--- src/core/occ_consts.svh ---
`ifndef OCC_CONSTS_SVH
`define OCC_CONSTS_SVH

// ----------------------------------------
// Register byte addresses
// ----------------------------------------
`define OCC_ADDR_CTRL 12'h000
`define OCC_ADDR_CMP 12'h004
`define OCC_ADDR_CNT 12'h008
`define OCC_ADDR_LSB 2
`define OCC_ADDR_W 12

// ----------------------------------------
// Control register fields
// ----------------------------------------
`define OCC_CTRL_W 16
`define OCC_CTRL_RSVD_HI 15
`define OCC_CTRL_RSVD_LO 14
`define OCC_BIT_IDLE_STOP 13
`define OCC_TSEL_HI 12
`define OCC_TSEL_LO 10
`define OCC_BIT_CMP_FLT_EN 9
`define OCC_BIT_PINB_FLT_EN 8
`define OCC_BIT_PINA_FLT_EN 7
`define OCC_BIT_CMP_FLT_ST 6
`define OCC_BIT_PINB_FLT_ST 5
`define OCC_BIT_PINA_FLT_ST 4
`define OCC_BIT_TRIG 3
`define OCC_MODE_HI 2
`define OCC_MODE_LO 0

// ----------------------------------------
// Time base codes
// ----------------------------------------
`define OCC_TSEL_PERIPH 3'h7
`define OCC_TSEL_RSVD6 3'h6
`define OCC_TSEL_RSVD5 3'h5
`define OCC_TSEL_T1 3'h4
`define OCC_TSEL_T5 3'h3
`define OCC_TSEL_T4 3'h2
`define OCC_TSEL_T3 3'h1
`define OCC_TSEL_T2 3'h0

// ----------------------------------------
// Mode codes and reset values
// ----------------------------------------
`define OCC_MODE_OFF 3'h0
`define OCC_MODE_FLT_A 3'h6
`define OCC_MODE_FLT_B 3'h7
`define OCC_CTRL_RST 16'h0000
`define OCC_CMP_RST 16'h0000
`define OCC_CNT_RST 16'h0000
`define OCC_CNT_ONE 16'h0001
`define OCC_DATA_ZERO 32'h0000_0000

`endif

--- src/core/occ_pkg.sv ---
package occ_pkg;

	typedef struct packed {
		logic psel;
		logic penable;
		logic pwrite;
		logic [11:0] paddr;
		logic [31:0] pwdata;
	} occ_apb_req_type;

	typedef struct packed {
		logic periph;
		logic t1;
		logic t2;
		logic t3;
		logic t4;
		logic t5;
	} occ_ticks_type;

	typedef struct packed {
		logic cmp1;
		logic cmp2;
		logic cmp3;
	} occ_comparators_type;

	typedef struct packed {
		logic status;
	} occ_latch_type;

	typedef struct packed {
		logic pready;
		logic pslverr;
		logic [31:0] prdata;
		logic idle_stop_select;
		logic [2:0] time_base_select;
		logic comparator_fault_enable;
		logic pin_b_fault_enable;
		logic pin_a_fault_enable;
		logic trigger_behaviour_select;
		logic [2:0] compare_mode_field;
		logic [15:0] compare_value;
		logic [15:0] count;
		logic pin;
	} occ_state_type;

endpackage

--- src/core/occ_fault_latch.sv ---
`timescale 1ns/1ps
`default_nettype none

module occ_fault_latch (
	// Clock and reset
	input wire logic pclk,
	input wire logic presetn,
	// Fault source
	input wire logic fault_in,
	input wire logic enable,
	input wire logic mode_valid,
	// Software access
	input wire logic sw_we,
	input wire logic sw_wdata,
	// Status
	output logic status
);

	occ_pkg::occ_latch_type st_ff;
	occ_pkg::occ_latch_type nxt_st;

	always_comb begin
		nxt_st = st_ff;
		if (sw_we) begin
			nxt_st.status = sw_wdata;
		end
		// Hardware clears once the mode leaves the fault modes
		if (!mode_valid) begin
			nxt_st.status = 1'b0;
		end
		// Set wins over a software clear in the same cycle
		if (fault_in && enable && mode_valid) begin
			nxt_st.status = 1'b1;
		end
	end

	always_ff @(posedge pclk or negedge presetn) begin
		if (!presetn) begin
			st_ff <= '0;
		end else begin
			st_ff <= nxt_st;
		end
	end

	assign status = st_ff.status;

endmodule // occ_fault_latch

`default_nettype wire

--- src/core/occ_top.sv ---
// Contract
// - Control bits 15-14 always read zero.
// - Idle-stop bit halts channel during CPU idle.
// - Time-base select picks peripheral or timer clock.
// - Timer1 base only with synchronous timer clocking.
// - Bit 9 enables comparator fault source.
// - Bit 8 enables fault pin B.
// - Bit 7 enables fault pin A.
// - Bit 6 set by comparator fault.
// - Bit 5 set by pin B fault.
// - Fault bits act only in modes 110/111.
// - Comparator shared per channel pair.
// - All control bits reset to zero.
//
// Register access over APB and the address map were left to the implementer.
`timescale 1ns/1ps
`default_nettype none
`include "occ_consts.svh"

module occ_top #(
	parameter int CHANNEL = 1
) (
	// APB clock and reset
	input wire logic pclk,
	input wire logic presetn,
	// APB request
	input wire occ_pkg::occ_apb_req_type apb_req,
	// APB answer
	output logic pready,
	output logic pslverr,
	output logic [31:0] prdata,
	// Time bases
	input wire occ_pkg::occ_ticks_type ticks,
	input wire logic timer1_sync_mode,
	// CPU power state
	input wire logic cpu_idle,
	// Fault sources
	input wire logic fault_pin_a,
	input wire logic fault_pin_b,
	input wire occ_pkg::occ_comparators_type comparators,
	// Channel output
	output logic compare_output_pin,
	output logic trigger_behaviour_select
);

	// ----------------------------------------
	// State
	// ----------------------------------------
	occ_pkg::occ_state_type s_ff;
	occ_pkg::occ_state_type nxt_s;

	logic setup_phase;
	logic access_phase;
	logic wr_ctrl;
	logic wr_cmp;
	logic mapped;
	logic mode_valid;
	logic comparator_fault;
	logic base_tick;
	logic running;
	logic fault_active;
	logic comparator_fault_status;
	logic pin_b_fault_status;
	logic pin_a_fault_status;
	logic [15:0] ctrl_read;
	logic sel_ctrl;
	logic sel_cmp;
	logic sel_cnt;
	logic [31:0] rd_word;
	logic [2:0] fault_status;
	logic count_clear;
	logic count_step;
	logic pin_level;
	logic wr_idle_stop;
	logic [2:0] wr_tsel;
	logic wr_cmp_en;
	logic wr_pinb_en;
	logic wr_pina_en;
	logic wr_cmp_st;
	logic wr_pinb_st;
	logic wr_pina_st;
	logic wr_trig;
	logic [2:0] wr_mode;
	logic [15:0] wr_value;

	// ----------------------------------------
	// Bus decode
	// ----------------------------------------
	assign sel_ctrl = (apb_req.paddr == `OCC_ADDR_CTRL);
	assign sel_cmp = (apb_req.paddr == `OCC_ADDR_CMP);
	assign sel_cnt = (apb_req.paddr == `OCC_ADDR_CNT);
	assign setup_phase = apb_req.psel && !apb_req.penable;
	// Access qualified by our own ready, so a stray penable writes nothing
	assign access_phase = apb_req.psel && apb_req.penable && s_ff.pready;
	assign mapped = sel_ctrl || sel_cmp || sel_cnt;
	assign wr_ctrl = access_phase && apb_req.pwrite && sel_ctrl;
	assign wr_cmp = access_phase && apb_req.pwrite && sel_cmp;

	// ----------------------------------------
	// Write data fields
	// ----------------------------------------
	assign wr_idle_stop = apb_req.pwdata[`OCC_BIT_IDLE_STOP];
	assign wr_tsel = apb_req.pwdata[`OCC_TSEL_HI:`OCC_TSEL_LO];
	assign wr_cmp_en = apb_req.pwdata[`OCC_BIT_CMP_FLT_EN];
	assign wr_pinb_en = apb_req.pwdata[`OCC_BIT_PINB_FLT_EN];
	assign wr_pina_en = apb_req.pwdata[`OCC_BIT_PINA_FLT_EN];
	assign wr_cmp_st = apb_req.pwdata[`OCC_BIT_CMP_FLT_ST];
	assign wr_pinb_st = apb_req.pwdata[`OCC_BIT_PINB_FLT_ST];
	assign wr_pina_st = apb_req.pwdata[`OCC_BIT_PINA_FLT_ST];
	assign wr_trig = apb_req.pwdata[`OCC_BIT_TRIG];
	assign wr_mode = apb_req.pwdata[`OCC_MODE_HI:`OCC_MODE_LO];
	// Upper half of the bus word is ignored on writes
	assign wr_value = apb_req.pwdata[`OCC_CTRL_W-1:0];

	// ----------------------------------------
	// Read data select
	// ----------------------------------------
	// Upper half of every word reads zero
	always_comb begin
		rd_word = `OCC_DATA_ZERO;
		if (sel_ctrl) begin
			rd_word = {16'h0000, ctrl_read};
		end else if (sel_cmp) begin
			rd_word = {16'h0000, s_ff.compare_value};
		end else if (sel_cnt) begin
			rd_word = {16'h0000, s_ff.count};
		end
	end

	// ----------------------------------------
	// Fault qualification
	// ----------------------------------------
	// fault modes only
	assign mode_valid = (s_ff.compare_mode_field == `OCC_MODE_FLT_A)
		|| (s_ff.compare_mode_field == `OCC_MODE_FLT_B);

	always_comb begin
		if (CHANNEL <= 2) begin
			comparator_fault = comparators.cmp1;
		end else if (CHANNEL <= 4) begin
			comparator_fault = comparators.cmp2;
		end else begin
			comparator_fault = comparators.cmp3;
		end
	end

	// ----------------------------------------
	// Fault latches
	// ----------------------------------------
	// comparator fault status
	occ_fault_latch u_cmp_latch (
		.pclk(pclk),
		.presetn(presetn),
		.fault_in(comparator_fault),
		.enable(s_ff.comparator_fault_enable),
		.mode_valid(mode_valid),
		.sw_we(wr_ctrl),
		.sw_wdata(wr_cmp_st),
		.status(comparator_fault_status)
	);

	occ_fault_latch u_pinb_latch (
		.pclk(pclk),
		.presetn(presetn),
		.fault_in(fault_pin_b),
		.enable(s_ff.pin_b_fault_enable),
		.mode_valid(mode_valid),
		.sw_we(wr_ctrl),
		.sw_wdata(wr_pinb_st),
		.status(pin_b_fault_status)
	);

	occ_fault_latch u_pina_latch (
		.pclk(pclk),
		.presetn(presetn),
		.fault_in(fault_pin_a),
		.enable(s_ff.pin_a_fault_enable),
		.mode_valid(mode_valid),
		.sw_we(wr_ctrl),
		.sw_wdata(wr_pina_st),
		.status(pin_a_fault_status)
	);

	// Latched fault holds the pin low until software clears it or the mode leaves the fault modes
	assign fault_status = {comparator_fault_status, pin_b_fault_status, pin_a_fault_status};
	assign fault_active = mode_valid && (|fault_status);

	// ----------------------------------------
	// Time base
	// ----------------------------------------
	// time base select
	always_comb begin
		unique case (s_ff.time_base_select)
			`OCC_TSEL_PERIPH: base_tick = ticks.periph;
			`OCC_TSEL_T1: base_tick = ticks.t1 && timer1_sync_mode;
			`OCC_TSEL_T5: base_tick = ticks.t5;
			`OCC_TSEL_T4: base_tick = ticks.t4;
			`OCC_TSEL_T3: base_tick = ticks.t3;
			`OCC_TSEL_T2: base_tick = ticks.t2;
			// Reserved codes give no time base
			default: base_tick = 1'b0;
		endcase
	end

	// ----------------------------------------
	// Idle control
	// ----------------------------------------
	// Halting freezes the count; a latched fault still forces the pin low
	// halt in idle
	assign running = (s_ff.compare_mode_field != `OCC_MODE_OFF)
		&& !(cpu_idle && s_ff.idle_stop_select);

	// ----------------------------------------
	// Counter and pin
	// ----------------------------------------
	// Counter freezes while halted, restarts from zero when off
	assign count_clear = (s_ff.compare_mode_field == `OCC_MODE_OFF);
	assign count_step = running && base_tick;
	// Fault forces low; a held fault outlasts the compare match
	assign pin_level = !count_clear && !fault_active && (s_ff.count < s_ff.compare_value);

	// ----------------------------------------
	// Control register read view
	// ----------------------------------------
	// top bits read zero
	assign ctrl_read = {
		2'h0,
		s_ff.idle_stop_select,
		s_ff.time_base_select,
		s_ff.comparator_fault_enable,
		s_ff.pin_b_fault_enable,
		s_ff.pin_a_fault_enable,
		comparator_fault_status,
		pin_b_fault_status,
		pin_a_fault_status,
		s_ff.trigger_behaviour_select,
		s_ff.compare_mode_field
	};

	// ----------------------------------------
	// Next state
	// ----------------------------------------
	always_comb begin
		nxt_s = s_ff;
		// One wait-free access cycle: answer prepared in setup
		nxt_s.pready = 1'b0;
		nxt_s.pslverr = 1'b0;
		nxt_s.prdata = `OCC_DATA_ZERO;
		if (setup_phase) begin
			nxt_s.pready = 1'b1;
			nxt_s.pslverr = !mapped;
			if (!apb_req.pwrite) begin
				nxt_s.prdata = rd_word;
			end
		end
		if (wr_ctrl) begin
			nxt_s.idle_stop_select = wr_idle_stop;
			nxt_s.time_base_select = wr_tsel;
			nxt_s.comparator_fault_enable = wr_cmp_en;
			nxt_s.pin_b_fault_enable = wr_pinb_en;
			nxt_s.pin_a_fault_enable = wr_pina_en;
			nxt_s.trigger_behaviour_select = wr_trig;
			nxt_s.compare_mode_field = wr_mode;
		end
		if (wr_cmp) begin
			nxt_s.compare_value = wr_value;
		end
		// Count wraps from all ones to zero
		if (count_clear) begin
			nxt_s.count = `OCC_CNT_RST;
		end else if (count_step) begin
			nxt_s.count = s_ff.count + `OCC_CNT_ONE;
		end
		// Pin: high while count below compare
		nxt_s.pin = pin_level;
	end

	// ----------------------------------------
	// Registers
	// ----------------------------------------
	// reset to zero
	always_ff @(posedge pclk or negedge presetn) begin
		if (!presetn) begin
			s_ff <= '0;
		end else begin
			s_ff <= nxt_s;
		end
	end

	// ----------------------------------------
	// Outputs
	// ----------------------------------------
	// Every output is a flop of the state struct
	assign pready = s_ff.pready;
	assign pslverr = s_ff.pslverr;
	assign prdata = s_ff.prdata;
	assign compare_output_pin = s_ff.pin;
	assign trigger_behaviour_select = s_ff.trigger_behaviour_select;

endmodule // occ_top

`default_nettype wire

--- config.mk ---
export PLATFORM = sky130hd
export DESIGN_NAME = occ_top
export DESIGN_NICKNAME = d
export VERILOG_FILES = /design/src/core/occ_pkg.sv /design/src/core/occ_fault_latch.sv /design/src/core/occ_top.sv
export VERILOG_INCLUDE_DIRS = /design/src /design/src/core
export SDC_FILE = /design/constraint.sdc
export NUM_CORES = 1
export LEC_CHECK = 0
export ABC_AREA = 1
export BUFFER_PORTS_ARGS = -buffer_cell sky130_fd_sc_hd__clkbuf_2
export CAP_MARGIN = 10
export CORE_UTILIZATION = 51
export DETAILED_ROUTE_END_ITERATION = 12
export PLACE_DENSITY = 0.77
export SYNTH_ARGS = -nofsm -noshare
export SYNTH_HDL_FRONTEND = slang
export SYNTH_SLANG_ARGS = --single-unit
--- constraint.sdc ---
create_clock -name pclk -period 1.9 [get_ports pclk]
set_input_delay 0.19 -clock pclk [delete_from_list [all_inputs] [get_ports pclk]]
set_output_delay 0.19 -clock pclk [all_outputs]
set_load 0.005 [all_outputs]
==> key figures <==
Run status
  – Outcome: finished clean

Clock tree
  – CTS sink count: 65
  – Worst-case clock buffer depth: 2
  – Root Driver: clkbuf_8
  – H-Tree Level Count: 3
  – Total CTS buffers: 9
  – CTS tree: yes
  – Clk_lat worst skew: roughly 350 ps
  – Post-cts sizing count: 0
  – CTS clk-pin slew, worst paths: 70 ps
  – Hold buffers post-CTS: 1
  – Number of setup buffers added after CTS: 0

Critical path
  – Critical Path Sink Type: register
  – Reg2Reg Setup Slack: between 300 and 400 ps
  – Crit-path max FO: 12
  – Worst setup SP type: register
  – Req. time, crit path: around 2100 ps
  – Crit path capture: s_ff[4]
  – FF-to-FF End: s_ff[4]
  – Crit Path Class: register to register
  – Worst setup path startpoint: ctrl_read[10]
  – Worst R2R Start: ctrl_read[10]
  – Register-to-Register Path Depth: 6
  – Data arrival, critical path: 1810 ps

Power
  – Sequential power share: 51.3%
  – Combinational share of power: 5.6%
  – Cell Pwr Density: a little over 600 mW/mm2
  – Static leakage: ~2.2 nW
  – Worst vdd ir: approximately 520 uV
  – Clock power frac: 43.2%
  – NetSw: 0.627 mW
  – Sw frac: approximately 23%
  – P_int: 2.08 mW

Finish
  – Commonest non-fill, non-tap cell in the layout: nand2_1
  – Non-Filler Instances: around 650
  – Ratio of cells with drive above 1 in the final layout: approximately 18%
  – Number of fill cells in the layout: 666
  – Final net count: around 630
  – Area grow syn2layout: 11.8%
  – Ant diodes: 0
  – Most frequent cells in the layout: 123 x nand2_1, 65 x dfrtp_1, 63 x clkbuf_2

Place
  – Post-DP HPWL: just over 6000 um
  – Setup slack after placement: between 300 and 400 ps
  – Placed cell count: about 640
  – Final Wtd Congestion: around 0.85
  – Buffers added on ports: 63

Routing
  – Iter 0 DRT Violations: roughly 220
  – Drt pass-1 iters: 4
  – DRC: 0
  – Wirelength, routed: between 8000 and 9000 um
  – Avg Vias per Cell: roughly 5.1
  – DR vias: 3306
  – Final ANT Viol Nets: 0
  – Routed WL per cell: 12.7 um

Synthesis
  – EDFF count, synth: 0
  – Yosys warnings: 0
  – Avg Cell Area, Syn: between 7 and 8 um2
  – Ys async rst share: 100%
  – Syn Inst Count: 498
  – Synthesized area: 0.00389 mm2
  – Seq cells post-synth: 65
  – Register area share after synthesis: between 40% and 50%
  – Synth Flop Type: dfrtp_1
  – Yosys cell types: 33

Floorplan
  – Die Y: 89.4 um
  – DIE AREA: ~0.0080 mm2
  – Row Count: 31
  – Num ports: 98
  – Initial core utilization: 53.1%
  – Die width: approximately 89 um
  – Core area: 0.00733 mm2

STA
  – Final Skew: 8.98 ps
  – Setup ws final: approximately 320 ps
  – Crit path time final: 1580 ps
  – Post-route setup TNS: 0 ps
  – Final Hold Fails: 0
  – RSZ-0062 raised after global routing: no
  – Fmax achieved: 631 MHz
  – Final setup violation count: 0
  – Pins Over Slew Limit: 0
  – Final period util: 83.4%
  – Hold_ws: roughly 33 ps

GRT
  – Vias in the first global route: slightly above 3k
  – Global Route Usage Sum: a little under a quarter
  – Total grt overflow: 0
  – Largest net degree at the start of global routing: 66
  – First-pass GRT wire length: between 10000 and 15000 um
  – Initial antenna violation count: 0

Run
  – Max Cap Violations: 0

Min path
  – Min-delay worst type: primary input to register
  – WHS Path Cells: 2
[cell usage after synthesis, types with 2 or more instances]
library cell | n | area [um2]
a21oi_1 | 28 | 140
o211ai_1 | 15 | 113
nor3_2 | 2 | 20.0
ha_1 | 16 | 200
o21ai_0 | 35 | 175
nor2_1 | 32 | 120
nand4_1 | 3 | 18.8
buf_4 | 34 | 255
nand3_2 | 2 | 20.0
nand2_1 | 123 | 462
xor2_1 | 10 | 87.6
inv_1 | 52 | 195
dfrtp_1 | 65 | 1630
nand3b_1 | 6 | 45.0
nor3_1 | 5 | 25.0
o21ai_1 | 8 | 40.0
nand3_1 | 36 | 180
buf_2 | 7 | 35.0
clkbuf_1 | 5 | 18.8
[power by group through the flow]
stage	registers, mW	clock network (mW)	logic [mW]
final	1.39	1.17	0.151
after global routing	1.39	1.24	0.174
after CTS	1.39	1.18	0.153
after detailed placement	1.41	0	0.151
after global placement	1.41	0	0.148
after floorplan	1.41	0	0.0802
[area by class of cell]
class	count	area (um2)	share of cell area, %
Inverter	53	199	4.57
Clock buffer	11	141	3.25
Clock inverter	5	55.1	1.27
Multi-Input combinational cell	346	1790	41.2
Timing Repair Buffer	74	413	9.49
Sequential cell	65	1630	37.4
Tap cell	99	124	2.85
[per-stage QoR]
stage	utilization, %	power [mW]	area [um2]
floorplan	-	1.49	3950
detailed placement	56.5	1.56	4150
global route	59.4	2.80	4350
finish	59.4	2.70	4350
CTS	59.4	2.72	4350
global placement	56.5	1.56	4150
[routing by layer]
metal	vias up	GRT usage, %	wire, um
met4	0	10.2	126
met2	94	36.6	3870
met5	-	0	0
li1	1670	-	-
met1	1529	32.2	3810
met3	13	3.42	456
[critical path, stage by stage (launching register included)]
cell and delay, ps:
dfrtp_1 460, or2_1 250, nand3_1 70, nand3_1 130, and2b_1 350, nand3b_1 150, nand2_1 60
[sequential cells by signal, indices dropped and copies added (netlist names)]
| name | cells |
|---|---|
| s_ff | 32 |
| prdata | 16 |
| ctrl_read | 10 |
| compare_output_pin | 1 |
| pready | 1 |
| pslverr | 1 |
| trigger_behaviour_select | 1 |
| u_cmp_latch.status | 1 |
| u_pina_latch.status | 1 |
| u_pinb_latch.status | 1 |
[logic make-up after synthesis]
logic type / Yosys count / synth area share, %
flip-flops: 65 / 41.8
XOR/XNOR: 11 / 2.48
other: 1 / 0.0964
AND/OR/NAND/NOR: 216 / 24.7
AO/OA/AOI/OAI: 87 / 12.2
buffers and inverters: 102 / 13.6
adder cells (fa/ha/maj): 16 / 5.14
[worst min-delay path by stage]
stage                startpoint            endpoint
floorplan               presetn  compare_output_pin
global placement        presetn           prdata[4]
detailed placement      presetn             s_ff[3]
CTS                 apb_req[45]              pready
global route        apb_req[45]              pready
finish              apb_req[45]              pready
Power figures use the tool's default switching activity.
